## src/shared/serial_iface_defines.svh

```systemverilog
`ifndef SERIAL_IFACE_DEFINES_SVH
`define SERIAL_IFACE_DEFINES_SVH

// register indices on the plain register port
`define REG_FORMAT 3'h0
`define REG_CONTROL 3'h1
`define REG_FLAGS 3'h2
`define REG_TX_HOLD 3'h3
`define REG_RX_HOLD 3'h4
`define REG_BAUD 3'h5

// control register bit positions
`define CTL_TIE 7
`define CTL_RIE 6
`define CTL_TE 5
`define CTL_RE 4
`define CTL_TX_DONE_IRQ_ENABLE 2
`define CTL_CLK_SRC_SEL_HI 1
`define CTL_CLK_SRC_SEL_LO 0

// flag register bit positions
`define FLG_TX_EMPTY_FLAG 7
`define FLG_RX_FULL_FLAG 6
`define FLG_OER 5
`define FLG_FER 4
`define FLG_PER 3
`define FLG_TX_DONE_FLAG 2
`define FLG_MPB_RX 1
`define FLG_MPB_TX 0

// reset values and writable masks
`define FORMAT_RST 8'h00
`define FORMAT_MASK 8'hFC
`define CONTROL_RST 8'h00
`define CONTROL_MASK 8'hF7
`define TX_HOLD_RST 8'hFF
`define RX_HOLD_RST 8'h00
`define BAUD_RST 8'h1F

// clock source codes in asynchronous mode
`define CKE_INT 2'h0
`define CKE_INT_OUT 2'h1
`define CKE_EXT 2'h2

// sixteen ticks per bit, sample on the eighth
`define TICK_LAST 4'hF
`define SAMPLE_TICK 4'h7

`endif

```

## src/shared/serial_iface_pkg.sv

```systemverilog
package serial_iface_pkg;

	// frame format fields, same order as format register bits 7..2
	typedef struct packed {
		logic com;
		logic char7;
		logic par_en;
		logic par_odd;
		logic two_stop;
		logic mp;
	} fmt_t;

	typedef enum logic {RX_IDLE, RX_RUN} rx_state_t;
	typedef enum logic {TX_IDLE, TX_SEND} tx_state_t;

	// number of data bits in a character
	function automatic logic [3:0] data_len(input fmt_t f);
		return f.char7 ? 4'h7 : 4'h8;
	endfunction

	// parity or multiprocessor bit present
	function automatic logic has_extra(input fmt_t f);
		return f.mp | f.par_en;
	endfunction

	// xor of the data bits in use
	function automatic logic data_ones(input logic [7:0] d, input logic c7);
		return c7 ? ^d[6:0] : ^d;
	endfunction

endpackage
```

## src/core/baud_tick_gen.sv

```systemverilog
`timescale 1ns/1ps
`default_nettype none

module baud_tick_gen #(
	parameter int DIV_W = 8 // divisor width
) (
	input wire logic mclk_in, // system clock
	input wire logic rst_n_in, // synchronous copy of reset
	input wire logic run_in, // legal clock setting
	input wire logic use_ext_in, // take ticks from the pin
	input wire logic ext_edge_in, // filtered rising edge of pin
	input wire logic [DIV_W-1:0] div_in, // internal divisor
	output logic tick_out // one 16x tick, one cycle
);

	logic [DIV_W-1:0] cnt;

	// divider reloads on zero, tick every div_in+1 clocks
	always_ff @(posedge mclk_in or negedge rst_n_in) begin
		if (!rst_n_in) begin
			cnt <= '0;
			tick_out <= 1'b0;
		end else begin
			if (!run_in || use_ext_in || cnt == '0) begin
				cnt <= div_in;
			end else begin
				cnt <= cnt - 1'b1;
			end
			tick_out <= run_in & (use_ext_in ? ext_edge_in : (cnt == '0));
		end
	end

endmodule
`default_nettype wire

```

## src/core/serial_iface_unit.sv

```systemverilog
`timescale 1ns/1ps
`default_nettype none
`include "serial_iface_defines.svh"
// What this block does
// - line idles high, falling edge starts
// - start, data lsb first, parity, stops
// - sample each bit on eighth 16x tick
// - twelve formats from length, parity, stops, mp
// - clock source from mode and clock bits
// - codes: internal, internal+output, external, reserved
// - clock output rises mid bit
// - transmit disable forces empty flag high
// - receive disable keeps flags and data
// - empty flag low: load shifter, set flag
// - during stop bit, pending data chains frame
// - nothing pending: set done, stay mark
// - receive shifts lsb first, then parity, stops
// - parity checked against odd or even
// - only first stop bit checked for one
// - clean character: store, set full, request
// - error sets its flag, full unchanged
// - overrun or parity error blocks store
// - receiver waits while error flags set
// - independent double-buffered transmit and receive
// - done flag means no data supplied

module serial_iface_unit (
	input wire logic mclk_in, // system clock, 100 MHz
	input wire logic arst_n_in, // asynchronous reset
	input wire logic [2:0] addr_in, // register index
	input wire logic [7:0] wdata_in, // write data
	input wire logic wr_in, // write strobe
	input wire logic rd_in, // read strobe
	output logic [7:0] rdata_out, // read data, cycle after rd_in
	input wire logic rxd_in, // serial receive line
	output logic txd_out, // serial transmit line
	input wire logic sck_in, // serial clock pin level
	output logic sck_out, // serial clock pin drive value
	output logic sck_oe_out, // serial clock pin driven
	output logic tx_empty_irq_out, // transmit empty request
	output logic tx_done_irq_out, // transmit end request
	output logic rx_full_irq_out, // receive full request
	output logic rx_error_irq_out // receive error request
);
	import serial_iface_pkg::*;

	////////////////////////////////////////////////////////////////
	// reset release

	logic [1:0] rst_pipe;
	logic rst_n;

	// assert at once, release after two clocks
	always_ff @(posedge mclk_in or negedge arst_n_in) begin
		if (!arst_n_in) begin
			rst_pipe <= 2'h0;
		end else begin
			rst_pipe <= {rst_pipe[0], 1'b1};
		end
	end

	assign rst_n = rst_pipe[1];

	////////////////////////////////////////////////////////////////
	// pin synchronisers and glitch filter

	logic [2:0] rxd_sync;
	logic [2:0] sck_sync;
	logic rxd_lvl;
	logic rxd_lvl_d;
	logic sck_lvl;
	logic sck_lvl_d;
	logic rx_fell;
	logic sck_rise;

	// a level change counts once stages two and three agree
	always_ff @(posedge mclk_in or negedge rst_n) begin
		if (!rst_n) begin
			rxd_sync <= 3'h7;
			sck_sync <= 3'h7;
			rxd_lvl <= 1'b1;
			rxd_lvl_d <= 1'b1;
			sck_lvl <= 1'b1;
			sck_lvl_d <= 1'b1;
		end else begin
			rxd_sync <= {rxd_sync[1:0], rxd_in};
			sck_sync <= {sck_sync[1:0], sck_in};
			if (rxd_sync[1] == rxd_sync[2]) begin
				rxd_lvl <= rxd_sync[1];
			end
			if (sck_sync[1] == sck_sync[2]) begin
				sck_lvl <= sck_sync[1];
			end
			rxd_lvl_d <= rxd_lvl;
			sck_lvl_d <= sck_lvl;
		end
	end

	// edges of the filtered levels
	assign rx_fell = rxd_lvl_d & ~rxd_lvl;
	assign sck_rise = sck_lvl & ~sck_lvl_d;

	////////////////////////////////////////////////////////////////
	// registers

	logic [7:0] serial_format_reg;
	logic [7:0] serial_control_reg;
	logic [7:0] tx_holding_reg;
	logic [7:0] rx_holding_reg;
	logic [7:0] baud_div_reg;
	logic tx_empty_flag;
	logic tx_done_flag;
	logic rx_full_flag;
	logic overrun_flag;
	logic framing_flag;
	logic parity_flag;
	logic multiproc_bit;
	logic mpb_tx;
	logic [7:0] serial_flag_reg;
	logic [7:0] rd_mux;

	// write decode
	logic wr_format;
	logic wr_control;
	logic wr_flags;
	logic wr_tx_hold;
	logic wr_baud;

	assign wr_format = wr_in & (addr_in == `REG_FORMAT);
	assign wr_control = wr_in & (addr_in == `REG_CONTROL);
	assign wr_flags = wr_in & (addr_in == `REG_FLAGS);
	assign wr_tx_hold = wr_in & (addr_in == `REG_TX_HOLD);
	assign wr_baud = wr_in & (addr_in == `REG_BAUD);

	// control and format fields
	fmt_t fmt;
	logic tx_enable_bit;
	logic rx_enable_bit;
	logic tx_irq_enable;
	logic rx_irq_enable;
	logic tx_done_irq_enable;
	logic clk_src_sel_hi;
	logic clk_src_sel_lo;
	logic [1:0] clk_code;

	assign fmt = fmt_t'(serial_format_reg[7:2]);
	assign tx_enable_bit = serial_control_reg[`CTL_TE];
	assign rx_enable_bit = serial_control_reg[`CTL_RE];
	assign tx_irq_enable = serial_control_reg[`CTL_TIE];
	assign rx_irq_enable = serial_control_reg[`CTL_RIE];
	assign tx_done_irq_enable = serial_control_reg[`CTL_TX_DONE_IRQ_ENABLE];
	assign clk_src_sel_hi = serial_control_reg[`CTL_CLK_SRC_SEL_HI];
	assign clk_src_sel_lo = serial_control_reg[`CTL_CLK_SRC_SEL_LO];
	assign clk_code = {clk_src_sel_hi, clk_src_sel_lo};

	// flag clears: a written 0 clears, a written 1 leaves alone
	logic clr_tx_empty_flag;
	logic clr_tx_done_flag;
	logic clr_rx_full_flag;
	logic clr_oer;
	logic clr_fer;
	logic clr_per;

	assign clr_tx_empty_flag = wr_flags & ~wdata_in[`FLG_TX_EMPTY_FLAG];
	assign clr_tx_done_flag = wr_flags & ~wdata_in[`FLG_TX_DONE_FLAG];
	assign clr_rx_full_flag = wr_flags & ~wdata_in[`FLG_RX_FULL_FLAG];
	assign clr_oer = wr_flags & ~wdata_in[`FLG_OER];
	assign clr_fer = wr_flags & ~wdata_in[`FLG_FER];
	assign clr_per = wr_flags & ~wdata_in[`FLG_PER];

	// software-owned configuration and transmit data
	always_ff @(posedge mclk_in or negedge rst_n) begin
		if (!rst_n) begin
			serial_format_reg <= `FORMAT_RST;
			serial_control_reg <= `CONTROL_RST;
			tx_holding_reg <= `TX_HOLD_RST;
			baud_div_reg <= `BAUD_RST;
			mpb_tx <= 1'b0;
		end else begin
			if (wr_format) serial_format_reg <= wdata_in & `FORMAT_MASK;
			if (wr_control) serial_control_reg <= wdata_in & `CONTROL_MASK;
			if (wr_tx_hold) tx_holding_reg <= wdata_in;
			if (wr_baud) baud_div_reg <= wdata_in;
			if (wr_flags) mpb_tx <= wdata_in[`FLG_MPB_TX];
		end
	end

	////////////////////////////////////////////////////////////////
	// clock source selection

	logic run_ok;
	logic use_ext;
	logic tick;

	// only asynchronous mode with a non-reserved code runs
	assign run_ok = ~fmt.com & (clk_code != 2'h3);
	assign use_ext = (clk_code == `CKE_EXT);

	baud_tick_gen #(
		.DIV_W(8)
	) u_tick (
		.mclk_in(mclk_in),
		.rst_n_in(rst_n),
		.run_in(run_ok),
		.use_ext_in(use_ext),
		.ext_edge_in(sck_rise),
		.div_in(baud_div_reg),
		.tick_out(tick)
	);

	////////////////////////////////////////////////////////////////
	// transmitter

	logic tx_take;
	logic tx_done;
	logic [3:0] tx_phase;

	serial_tx_engine u_tx (
		.mclk_in(mclk_in),
		.rst_n_in(rst_n),
		.tick_in(tick),
		.enable_in(tx_enable_bit & run_ok),
		.fmt_in(fmt),
		.mpb_in(mpb_tx),
		.pending_in(~tx_empty_flag),
		.data_in(tx_holding_reg),
		.take_out(tx_take),
		.done_out(tx_done),
		.txd_out(txd_out),
		.phase_out(tx_phase)
	);

	// bit-rate clock out, low first half, rising at bit centre
	assign sck_oe_out = run_ok & (clk_code == `CKE_INT_OUT);
	assign sck_out = tx_phase[3];

	////////////////////////////////////////////////////////////////
	// receiver

	rx_state_t rx_state;
	logic [3:0] rx_tick_cnt;
	logic [3:0] rx_idx;
	logic [7:0] rx_shifter;
	logic rx_extra;
	logic rx_live;
	logic rx_go;
	logic rx_sample;
	logic [3:0] rx_dlen;
	logic [3:0] rx_stop_idx;
	logic rx_in_data;
	logic rx_in_extra;
	logic rx_fin;
	logic rx_false_start;
	logic [7:0] rx_word;
	logic par_bad;
	logic frm_bad;
	logic ovr_bad;
	logic rx_store;
	logic rx_good;

	// receive enable and restart gate
	assign rx_live = rx_enable_bit & run_ok;
	assign rx_go = rx_live & ~(overrun_flag | framing_flag | parity_flag);

	// sample point and bit position decode
	assign rx_sample = (rx_state == RX_RUN) & tick & (rx_tick_cnt == `SAMPLE_TICK);
	assign rx_dlen = data_len(fmt);
	assign rx_stop_idx = rx_dlen + {3'h0, has_extra(fmt)} + 4'h1;
	assign rx_in_data = (rx_idx != 4'h0) & (rx_idx <= rx_dlen);
	assign rx_in_extra = has_extra(fmt) & (rx_idx == rx_dlen + 4'h1);
	assign rx_fin = rx_sample & (rx_idx == rx_stop_idx);
	assign rx_false_start = rx_sample & (rx_idx == 4'h0) & rxd_lvl;

	// character checks at the first stop bit
	assign rx_word = fmt.char7 ? {1'b0, rx_shifter[7:1]} : rx_shifter;
	assign par_bad = fmt.par_en & ~fmt.mp
		& ((data_ones(rx_word, fmt.char7) ^ rx_extra) != fmt.par_odd);
	assign frm_bad = ~rxd_lvl;
	assign ovr_bad = rx_full_flag;
	assign rx_store = rx_fin & ~ovr_bad & ~par_bad;
	assign rx_good = rx_store & ~frm_bad;

	// frame walk: restart count at the edge, sixteen ticks a bit
	always_ff @(posedge mclk_in or negedge rst_n) begin
		if (!rst_n) begin
			rx_state <= RX_IDLE;
			rx_tick_cnt <= 4'h0;
			rx_idx <= 4'h0;
			rx_shifter <= 8'h00;
			rx_extra <= 1'b0;
		end else begin
			case (rx_state)
				RX_IDLE: begin
					if (rx_go && rx_fell) begin
						rx_state <= RX_RUN;
						rx_tick_cnt <= 4'h0;
						rx_idx <= 4'h0;
					end
				end
				RX_RUN: begin
					if (!rx_live || rx_false_start || rx_fin) begin
						rx_state <= RX_IDLE;
					end else if (tick) begin
						rx_tick_cnt <= rx_tick_cnt + 4'h1;
						if (rx_sample) begin
							rx_idx <= rx_idx + 4'h1;
							if (rx_in_data) rx_shifter <= {rxd_lvl, rx_shifter[7:1]};
							if (rx_in_extra) rx_extra <= rxd_lvl;
						end
					end
				end
				default: rx_state <= RX_IDLE;
			endcase
		end
	end

	// receive holding register and received multiprocessor bit
	always_ff @(posedge mclk_in or negedge rst_n) begin
		if (!rst_n) begin
			rx_holding_reg <= `RX_HOLD_RST;
			multiproc_bit <= 1'b0;
		end else if (rx_store) begin
			rx_holding_reg <= rx_word;
			multiproc_bit <= fmt.mp & rx_extra;
		end
	end

	////////////////////////////////////////////////////////////////
	// status flags, a hardware set wins over a software clear

	// transmit side flags
	always_ff @(posedge mclk_in or negedge rst_n) begin
		if (!rst_n) begin
			tx_empty_flag <= 1'b1;
			tx_done_flag <= 1'b1;
		end else begin
			if (!tx_enable_bit || tx_take) tx_empty_flag <= 1'b1;
			else if (clr_tx_empty_flag) tx_empty_flag <= 1'b0;
			if (tx_done) tx_done_flag <= 1'b1;
			else if (clr_tx_done_flag) tx_done_flag <= 1'b0;
		end
	end

	// receive side flags, untouched by the receive enable
	always_ff @(posedge mclk_in or negedge rst_n) begin
		if (!rst_n) begin
			rx_full_flag <= 1'b0;
			overrun_flag <= 1'b0;
			framing_flag <= 1'b0;
			parity_flag <= 1'b0;
		end else begin
			if (rx_good) rx_full_flag <= 1'b1;
			else if (clr_rx_full_flag) rx_full_flag <= 1'b0;
			if (rx_fin && ovr_bad) overrun_flag <= 1'b1;
			else if (clr_oer) overrun_flag <= 1'b0;
			if (rx_fin && frm_bad) framing_flag <= 1'b1;
			else if (clr_fer) framing_flag <= 1'b0;
			if (rx_fin && par_bad) parity_flag <= 1'b1;
			else if (clr_per) parity_flag <= 1'b0;
		end
	end

	////////////////////////////////////////////////////////////////
	// requests and read port

	// level requests gated by their enables
	assign tx_empty_irq_out = tx_irq_enable & tx_enable_bit & tx_empty_flag;
	assign tx_done_irq_out = tx_done_irq_enable & tx_done_flag;
	assign rx_full_irq_out = rx_irq_enable & rx_full_flag;
	assign rx_error_irq_out = rx_irq_enable
		& (overrun_flag | framing_flag | parity_flag);

	// read selection, unmapped index reads zero
	assign serial_flag_reg = {tx_empty_flag, rx_full_flag, overrun_flag, framing_flag,
		parity_flag, tx_done_flag, multiproc_bit, mpb_tx};
	assign rd_mux = (addr_in == `REG_FORMAT) ? serial_format_reg
		: (addr_in == `REG_CONTROL) ? serial_control_reg
		: (addr_in == `REG_FLAGS) ? serial_flag_reg
		: (addr_in == `REG_TX_HOLD) ? tx_holding_reg
		: (addr_in == `REG_RX_HOLD) ? rx_holding_reg
		: (addr_in == `REG_BAUD) ? baud_div_reg
		: 8'h00;

	// read data stands only in the cycle after the strobe
	always_ff @(posedge mclk_in or negedge rst_n) begin
		if (!rst_n) begin
			rdata_out <= 8'h00;
		end else begin
			rdata_out <= rd_in ? rd_mux : 8'h00;
		end
	end

endmodule
`default_nettype wire

```

## src/core/serial_tx_engine.sv

```systemverilog
`timescale 1ns/1ps
`default_nettype none
`include "serial_iface_defines.svh"

module serial_tx_engine (
	input wire logic mclk_in, // system clock
	input wire logic rst_n_in, // synchronous copy of reset
	input wire logic tick_in, // 16x tick
	input wire logic enable_in, // transmitter enabled
	input wire serial_iface_pkg::fmt_t fmt_in, // frame format
	input wire logic mpb_in, // multiprocessor bit to send
	input wire logic pending_in, // holding register full
	input wire logic [7:0] data_in, // holding register
	output logic take_out, // holding moved to shifter
	output logic done_out, // frame ended, nothing pending
	output logic txd_out, // serial line
	output logic [3:0] phase_out // tick phase within bit
);
	import serial_iface_pkg::*;

	tx_state_t state;
	logic [3:0] ph;
	logic [3:0] left;
	logic [11:0] sh;
	logic [11:0] frame;
	logic [3:0] dlen;
	logic [3:0] xidx;
	logic [3:0] frame_len;
	logic xbit;
	logic bit_end;
	logic last_bit;
	logic start_ok;

	// bit timing and hand-off decisions
	assign dlen = data_len(fmt_in);
	assign xidx = dlen + 4'h1;
	assign frame_len = 4'h1 + dlen + {3'h0, has_extra(fmt_in)} + (fmt_in.two_stop ? 4'h2 : 4'h1);
	assign xbit = fmt_in.mp ? mpb_in : (data_ones(data_in, fmt_in.char7) ^ fmt_in.par_odd);
	assign bit_end = tick_in & (ph == `TICK_LAST);
	assign last_bit = (state == TX_SEND) & (left == 4'h1);
	assign start_ok = enable_in & pending_in & ((state == TX_IDLE) | last_bit);
	assign take_out = bit_end & start_ok;
	assign done_out = bit_end & last_bit & ~start_ok;
	assign txd_out = sh[0];
	assign phase_out = ph;

	// start low, data lsb first, parity or mp bit, stops high
	always_comb begin
		frame = 12'hFFF;
		frame[0] = 1'b0;
		for (int i = 0; i < 8; i++) begin
			if (4'(i) < dlen) begin
				frame[i + 1] = data_in[i];
			end
		end
		if (has_extra(fmt_in)) begin
			frame[xidx] = xbit;
		end
	end

	// shifter idles all ones so the line rests at mark
	always_ff @(posedge mclk_in or negedge rst_n_in) begin
		if (!rst_n_in) begin
			state <= TX_IDLE;
			ph <= 4'h0;
			left <= 4'h0;
			sh <= 12'hFFF;
		end else begin
			if (tick_in) begin
				ph <= ph + 4'h1;
			end
			if (!enable_in || done_out) begin
				state <= TX_IDLE;
				left <= 4'h0;
				sh <= 12'hFFF;
			end else if (take_out) begin
				state <= TX_SEND;
				left <= frame_len;
				sh <= frame;
			end else if (bit_end && state == TX_SEND) begin
				left <= left - 4'h1;
				sh <= {1'b1, sh[11:1]};
			end
		end
	end

endmodule
`default_nettype wire

```

## config.mk

```make
export PLATFORM = sky130hd
export DESIGN_NAME = serial_iface_unit
export DESIGN_NICKNAME = d
export VERILOG_FILES = /design/src/shared/serial_iface_pkg.sv /design/src/core/baud_tick_gen.sv /design/src/core/serial_iface_unit.sv /design/src/core/serial_tx_engine.sv
export VERILOG_INCLUDE_DIRS = /design/src /design/src/shared
export SDC_FILE = /design/constraint.sdc
export NUM_CORES = 1
export LEC_CHECK = 0
export BUFFER_PORTS_ARGS = -buffer_cell sky130_fd_sc_hd__buf_2
export CELL_PAD_IN_SITES_DETAIL_PLACEMENT = 0
export CELL_PAD_IN_SITES_GLOBAL_PLACEMENT = 2
export CORE_MARGIN = 5
export CORE_UTILIZATION = 37
export DETAILED_ROUTE_END_ITERATION = 12
export PLACE_DENSITY = 0.78
export REMOVE_ABC_BUFFERS = 1
export SLEW_MARGIN = 20
export SYNTH_ARGS = -nofsm -noshare
export SYNTH_HDL_FRONTEND = slang
export SYNTH_SLANG_ARGS = --single-unit
```

## constraint.sdc

```tcl
create_clock -name mclk_in -period 3.05 [get_ports mclk_in]
set_input_delay 0.61 -clock mclk_in [delete_from_list [all_inputs] [get_ports mclk_in]]
set_output_delay 0.61 -clock mclk_in [all_outputs]
set_load 0.005 [all_outputs]
```

==> results.cfg, run 1 <==
[run_status]
status = finished, final reports clean

[clock_tree]
holdBufCountCts = 0
clock_path_buffers = 2
clock_tree.htree_level_count = 3
ctsResizeCount = 0
clock_root_buffer = sky130_fd_sc_hd__clkbuf_16
clock_sinks = 111
cts-buffers-inserted = 9
cts.clk_slew.worst_paths_ps = 70
clock_latency_ps = 350
cts_tree = built
post-cts-setup-buffers = 0

[drt]
ant_nets = 0
first_iter_violations = 260
post_drt_wl_per_cell_um = 18.2
dr.pass1.iters = 4
drc = 0
vias = 3771
detail_route.wirelength_um = 13000
avgViaCountPerCell = 5.27

[power_and_ir_drop]
seq_power_share_pct = 48.5
total_power_per_unit_cell_area_nw_per_um2 = 645
netSwitchingPower_mw = 1.23
power.switching_fraction_pct = 30.5
internal_mw = 2.80
leakagePower_nw = 2.72
clockPowerShare_pct = 29.1
peakVddDrop_mv = 0.328
p_comb_share_pct = 22.4

[timing]
min_period_ps = 2910
fin_crit_sh_pct = 95.3
timing_worst_slew_pin_value_ps = 795
finalSetupViolCount = 0
timing_max_transition_violations_final = 0
timing.clock.skew_ps = 9.75
fin_tns_setup_ps = 0
grt_setup_unrepaired = false
whs_ps = 33.2
report.final.hold_viol_count = 0
max-slew-margin-rel_pct = 46.5
achievable-frequency_ghz = 0.344

[placed_design]
detailed_place_hpwl_um = 9430
io_buffer_count = 31
placed_cells_incl_taps = 698
weighted_congestion_reported_at_the_end_of_routability_driven_placement = 0.818
detailed_place.area_um2 = 5960

[critical_path]
timing.critical_path.cells = or2_2 -> ha_1 -> xnor2_1 -> a32o_1 -> or3_1 -> a2111oi_4 -> buf_4 -> mux2_2
timing.critical_path.from_type = flop
cp_data_required_time_ps = 3280
worst-path-buf-inv = 1
crit_path_max_fanout = 8
timing.setup.critical_path_class = flop to flop
timing.critical_path.slowest_cell_delay_ps = 440
worstPathArrival_ps = 3140
worst_setup_path_end_kind = flop
critical_path.slowest_cell = sky130_fd_sc_hd__dfrtp_1
critical-path-top-delay-family = simple AND/OR/NAND/NOR gates

[synthesis]
synth.mux.area_fraction_pct = 15.6
synth_fa_ha_area_share_pct = 3.64
synth_cells = 493
ys_seq_elements = 111
synth_xor_area_share_pct = 4.99
ys_seq_area_share_pct = 50.7
synth-warning-count = 0
netlist-cell-type-count = 55
synth_compound_area_share_pct = 10.7
yosys.area_share.simple_pct = 11.7
post_synth.cell_area_avg_um2 = 11.3
combinational_family_with_the_most_area_after_synthesis = multiplexers
async_reset_ff_share_pct = 100
post_synth_design_cell_area_um2 = 5570
synth_enable_flop_cells = 0
yosys_most_used_dff = sky130_fd_sc_hd__dfrtp_1

[grt]
wire_length_of_the_first_global_routing_pass_um = 21600
grt.overflow.total = 0
initial_antenna_violation_count = 0
grt_start_max_net_pins = 54
first_global_vias = 3911
grt_util_all_layers_pct = 15.4

[layout]
antenna_cells = 0
multiInputGateArea_um2 = 2600
mostFrequentLayoutCells = 75 x sky130_fd_sc_hd__dfrtp_1, 56 x sky130_fd_sc_hd__mux2_2, 35 x sky130_fd_sc_hd__dfstp_2, 34 x sky130_fd_sc_hd__nor2_1
fraction_of_final_layout_cells_sized_beyond_drive_strength_1_pct = 29.6
largest_register = u_tx.sh
area.sequential_um2 = 2830
final_design_area_no_fill_um2 = 6250
area_growth_pct = 12.3
nNetsFinal = 557
largest_register_ff_count = 10
number_of_standard_cells_in_the_final_layout_excluding_fillers = 715
num-fill-cells = 1418
final_common_cell = sky130_fd_sc_hd__dfrtp_1
post_route_utilization_pct = 42.7

[flow_run]
cap_viol_max_count = 0

[min_path]
timing.hold.worst.class = input port to asynchronous set/reset pin

[floorplan]
die_height_um = 133
die_w_um = 133
initial_utilization_pct = 38.0
die_area_um2 = 17600
std_cell_rows = 44
core-area_um2 = 14600
io_pins = 32
-- synthesized netlist by cell type, types with 3 or more instances --
master / instances / area, um^2
sky130_fd_sc_hd__clkbuf_1: 17 / 63.8
sky130_fd_sc_hd__xnor2_1: 18 / 158
sky130_fd_sc_hd__xor2_1: 6 / 52.6
sky130_fd_sc_hd__ha_1: 13 / 163
sky130_fd_sc_hd__or2_2: 4 / 25.0
sky130_fd_sc_hd__o21ai_0: 31 / 155
sky130_fd_sc_hd__nor2_1: 34 / 128
sky130_fd_sc_hd__a211oi_1: 8 / 60.1
sky130_fd_sc_hd__nand2_1: 30 / 113
sky130_fd_sc_hd__nand4_1: 5 / 31.3
sky130_fd_sc_hd__a21oi_1: 23 / 115
sky130_fd_sc_hd__xnor3_1: 3 / 67.6
sky130_fd_sc_hd__nand3_1: 6 / 30.0
sky130_fd_sc_hd__dfrtp_1: 76 / 1900
sky130_fd_sc_hd__mux2_2: 56 / 631
sky130_fd_sc_hd__mux2i_1: 24 / 240
sky130_fd_sc_hd__and3_1: 5 / 31.3
sky130_fd_sc_hd__and2_1: 7 / 43.8
sky130_fd_sc_hd__a22oi_1: 4 / 30.0
sky130_fd_sc_hd__nand2b_1: 5 / 31.3
sky130_fd_sc_hd__nor4_1: 3 / 18.8
sky130_fd_sc_hd__inv_1: 16 / 60.1
sky130_fd_sc_hd__dfstp_2: 35 / 920
sky130_fd_sc_hd__nor3_1: 5 / 25.0
sky130_fd_sc_hd__nor3b_1: 5 / 37.5
sky130_fd_sc_hd__nor2b_1: 10 / 62.6
sky130_fd_sc_hd__o22ai_1: 5 / 31.3
sky130_fd_sc_hd__or3_1: 5 / 31.3
-- worst register-to-register path: cells and delay by family (launching register included) --
family / cells / cell delay (ps)
simple gates: 2 / 750
compound gates: 2 / 600
flops: 1 / 440
mux: 1 / 350
fa+ha+maj: 1 / 290
buf+inv: 1 / 210
xor+xnor: 1 / 140
-- final timing paths --
check / from / endpoint / slack [ps] / depth (start not counted)
max in group asynchronous: rst_pipe[1] / rxd_lvl_d / 1850 / 1
min: arst_n_in / rst_pipe[1] / 30 / 1
min reg2reg: rst_pipe[0] / rst_pipe[1] / 350 / 0
min in group mclk_in: rst_pipe[0] / rst_pipe[1] / 350 / 0
max: serial_format_reg[2] / rx_shifter[0] / 140 / 8
max reg2reg: serial_format_reg[2] / rx_shifter[0] / 140 / 8
-- metrics by stage --
stage / total power [mW] / setup WS [ps]
floorplan: 2.57 / -210
global placement: 2.88 / 237
detailed placement: 2.89 / 129
CTS: 4.08 / 109
global route: 4.28 / 5.71
finish: 4.03 / 144
-- power groups by stage --
stage | Sequential, mW | Combinational (mW) | Clock [mW]
floorplan | 1.93 | 0.631 | 0
global placement | 1.97 | 0.905 | 0
detailed placement | 1.98 | 0.910 | 0
CTS | 1.96 | 0.919 | 1.20
global route | 1.99 | 1.03 | 1.26
finish | 1.96 | 0.904 | 1.17
-- metal layers --
| layer | global-route usage [%] | vias to the layer above | wire length, um |
|---|---|---|---|
| li1 | - | 1813 | - |
| met1 | 21.8 | 1888 | 6410 |
| met2 | 23.7 | 51 | 5980 |
| met3 | 2.62 | 19 | 350 |
| met4 | 6.00 | 0 | 262 |
| met5 | 0 | - | 0 |
-- cell type report --
cell class | instances | share of cell area [%]
well taps | 184 | 3.68
clock buffers | 12 | 3.78
multi-input cells | 344 | 41.6
clock inverters | 4 | 0.760
inverters | 16 | 0.960
flip-flops and latches | 111 | 45.2
repair buffers | 44 | 4.04
-- kinds of logic after synthesis --
group           Yosys count
simple gates            129
flops                   111
compound gates           91
mux                      80
buf+inv                  38
xor+xnor                 27
fa+ha+maj                16
other cells               1
Power figures use the tool's default switching activity.
==> run 2, diff against run 1 <==
--- a/config.mk
+++ b/config.mk
@@ -9,9 +9,11 @@
 export BUFFER_PORTS_ARGS = -buffer_cell sky130_fd_sc_hd__buf_2
 export CELL_PAD_IN_SITES_DETAIL_PLACEMENT = 0
 export CELL_PAD_IN_SITES_GLOBAL_PLACEMENT = 2
+export CORE_ASPECT_RATIO = 1.25
 export CORE_MARGIN = 5
 export CORE_UTILIZATION = 37
 export DETAILED_ROUTE_END_ITERATION = 12
+export MAX_ROUTING_LAYER = met4
 export PLACE_DENSITY = 0.78
 export REMOVE_ABC_BUFFERS = 1
 export SLEW_MARGIN = 20
==> run 2 against run 1 <==
Against the previous run: setup slack improved by 27 ps; total power rose by 0.34%; critical path depth down 1; register-to-register slack better by 30 ps; cell count decreased by 0.42%; utilization down 0.62 points; count of clock-buffer cells in the layout grew 1; worst hold slack lost 7.0 ps; sequential power is essentially flat; critical path type unchanged; largest cell class unchanged; largest power group unchanged; highest routed layer unchanged.
==> results.cfg, run 2 (synthesized netlist as in run 1, its figures left out) <==
[critical_path]
cp_data_required_time_ps = 3290
timing.critical_path.slowest_cell_delay_ps = 510
worstPathArrival_ps = 3120
timing.critical_path.from_type = flop
timing.setup.critical_path_class = flop to flop
worst-path-buf-inv = 0
timing.critical_path.cells = or2_2 -> ha_1 -> xnor2_1 -> a32o_1 -> or3_1 -> a2111oi_4 -> mux2_2
critical_path.slowest_cell = sky130_fd_sc_hd__a2111oi_4
critical-path-top-delay-family = compound AO/OA/AOI/OAI gates
worst_setup_path_end_kind = flop
crit_path_max_fanout = 8

[floorplan]
die_height_um = 147
die_w_um = 120
core-area_um2 = 14900
initial_utilization_pct = 37.4
io_pins = 32
die_area_um2 = 17600
std_cell_rows = 50

[layout]
multiInputGateArea_um2 = 2600
number_of_standard_cells_in_the_final_layout_excluding_fillers = 712
final_common_cell = sky130_fd_sc_hd__dfrtp_1
num-fill-cells = 1409
area_growth_pct = 12.5
largest_register = u_tx.sh
final_design_area_no_fill_um2 = 6270
nNetsFinal = 556
antenna_cells = 0
area.sequential_um2 = 2830
mostFrequentLayoutCells = 75 x sky130_fd_sc_hd__dfrtp_1, 56 x sky130_fd_sc_hd__mux2_2, 35 x sky130_fd_sc_hd__dfstp_2, 34 x sky130_fd_sc_hd__nor2_1
largest_register_ff_count = 10
fraction_of_final_layout_cells_sized_beyond_drive_strength_1_pct = 29.4

[clock_tree]
ctsResizeCount = 0
cts-buffers-inserted = 9
clock_latency_ps = 350
clock_tree.htree_level_count = 3
clock_path_buffers = 2
cts.clk_slew.worst_paths_ps = 70
cts_tree = built
clock_sinks = 111
holdBufCountCts = 0
clock_root_buffer = sky130_fd_sc_hd__clkbuf_16
post-cts-setup-buffers = 0

[grt]
first_global_vias = 3917
wire_length_of_the_first_global_routing_pass_um = 21300
grt.overflow.total = 0
grt_util_all_layers_pct = 16.0
initial_antenna_violation_count = 0
grt_start_max_net_pins = 70

[timing]
fin_tns_setup_ps = 0
max-slew-margin-rel_pct = 60.2
min_period_ps = 2880
finalSetupViolCount = 0
achievable-frequency_ghz = 0.347
report.final.hold_viol_count = 0
timing_max_transition_violations_final = 0
fin_crit_sh_pct = 94.4
timing.clock.skew_ps = 7.42
grt_setup_unrepaired = false
timing_worst_slew_pin_value_ps = 597

[placed_design]
io_buffer_count = 31
detailed_place_hpwl_um = 9480
placed_cells_incl_taps = 696
detailed_place.area_um2 = 5970
weighted_congestion_reported_at_the_end_of_routability_driven_placement = 0.791

[drt]
wirelength_met1_um = 5720
met2_wirelength_um = 6530
detail_route.wirelength_um = 13000
avgViaCountPerCell = 5.29
top_layer = met4
wl_met3_um = 316
vias = 3767
post_drt_wl_per_cell_um = 18.2
first_iter_violations = 250
drc = 0
dr.pass1.iters = 4
ant_nets = 0

[flow_run]
cap_viol_max_count = 0

[run_status]
status = finished, final reports clean

[power_and_ir_drop]
peakVddDrop_mv = 0.358
total_power_per_unit_cell_area_nw_per_um2 = 646
leakagePower_nw = 2.72

[min_path]
timing.hold.worst.class = input port to asynchronous set/reset pin
-- run 2: changes by cell type in the layout (fill, tap and decap cells not counted), sizes merged --
cell,previous run,this run
buf,44,43
clkinvlp,1,0
clkinv,2,1
clkbuf,12,13
inv,16,17
-- run 2: through the flow --
| stage | worst slack [ps] | hold slack, ps | power (mW) | utilization (%) |
|---|---|---|---|---|
| CTS | 144 | 10.3 | 4.11 | 42.1 |
| floorplan | -210 | 314 | 2.57 | - |
| global placement | 236 | 334 | 2.88 | 40.1 |
| global route | 14.3 | 9.05 | 4.30 | 42.1 |
| detailed placement | 150 | 340 | 2.89 | 40.1 |
| finish | 172 | 26.3 | 4.05 | 42.1 |
-- run 2: layer usage --
layer	up-vias	global-route usage (%)
met5	-	-
met4	0	7.62
met3	21	2.70
met2	49	26.0
met1	1887	19.3
li1	1810	-
-- run 2: cell type report --
| cell class | instances | area share (%) |
|---|---|---|
| clock buffers | 13 | 3.99 |
| clock inverters | 3 | 0.699 |
| inverters | 16 | 0.958 |
| multi-input cells | 344 | 41.5 |
| flip-flops and latches | 111 | 45.1 |
| well taps | 182 | 3.63 |
| repair buffers | 43 | 4.11 |
-- run 2: final timing paths --
kind / startpoint / endpoint / slack [ps] / depth (start not counted)
setup / recovery: serial_format_reg[2] / rx_shifter[2] / 170 / 7
hold / removal: arst_n_in / rst_pipe[1] / 30 / 1
setup reg to reg: serial_format_reg[2] / rx_shifter[2] / 170 / 7
hold reg to reg: rst_pipe[1] / rx_holding_reg[3] / 320 / 0
max in group asynchronous: rst_pipe[1] / u_tx.sh[3] / 1890 / 1
min in group mclk_in: rxd_in / rxd_sync[0] / 350 / 1
-- run 2: worst reg2reg max path, cell delays in order, from the launching register on --
cell and delay [ps]:
sky130_fd_sc_hd__dfrtp_1 430, sky130_fd_sc_hd__or2_2 310, sky130_fd_sc_hd__ha_1 290, sky130_fd_sc_hd__xnor2_1 130, sky130_fd_sc_hd__a32o_1 260, sky130_fd_sc_hd__or3_1 440
sky130_fd_sc_hd__a2111oi_4 510, sky130_fd_sc_hd__mux2_2 410
-- run 2: where the power goes --
part / leakage (nW) / switching, mW / internal, mW
Sequential: 1.35 / 0.239 / 1.72
Clock: 0.144 / 0.533 / 0.663
Combinational: 1.23 / 0.454 / 0.436
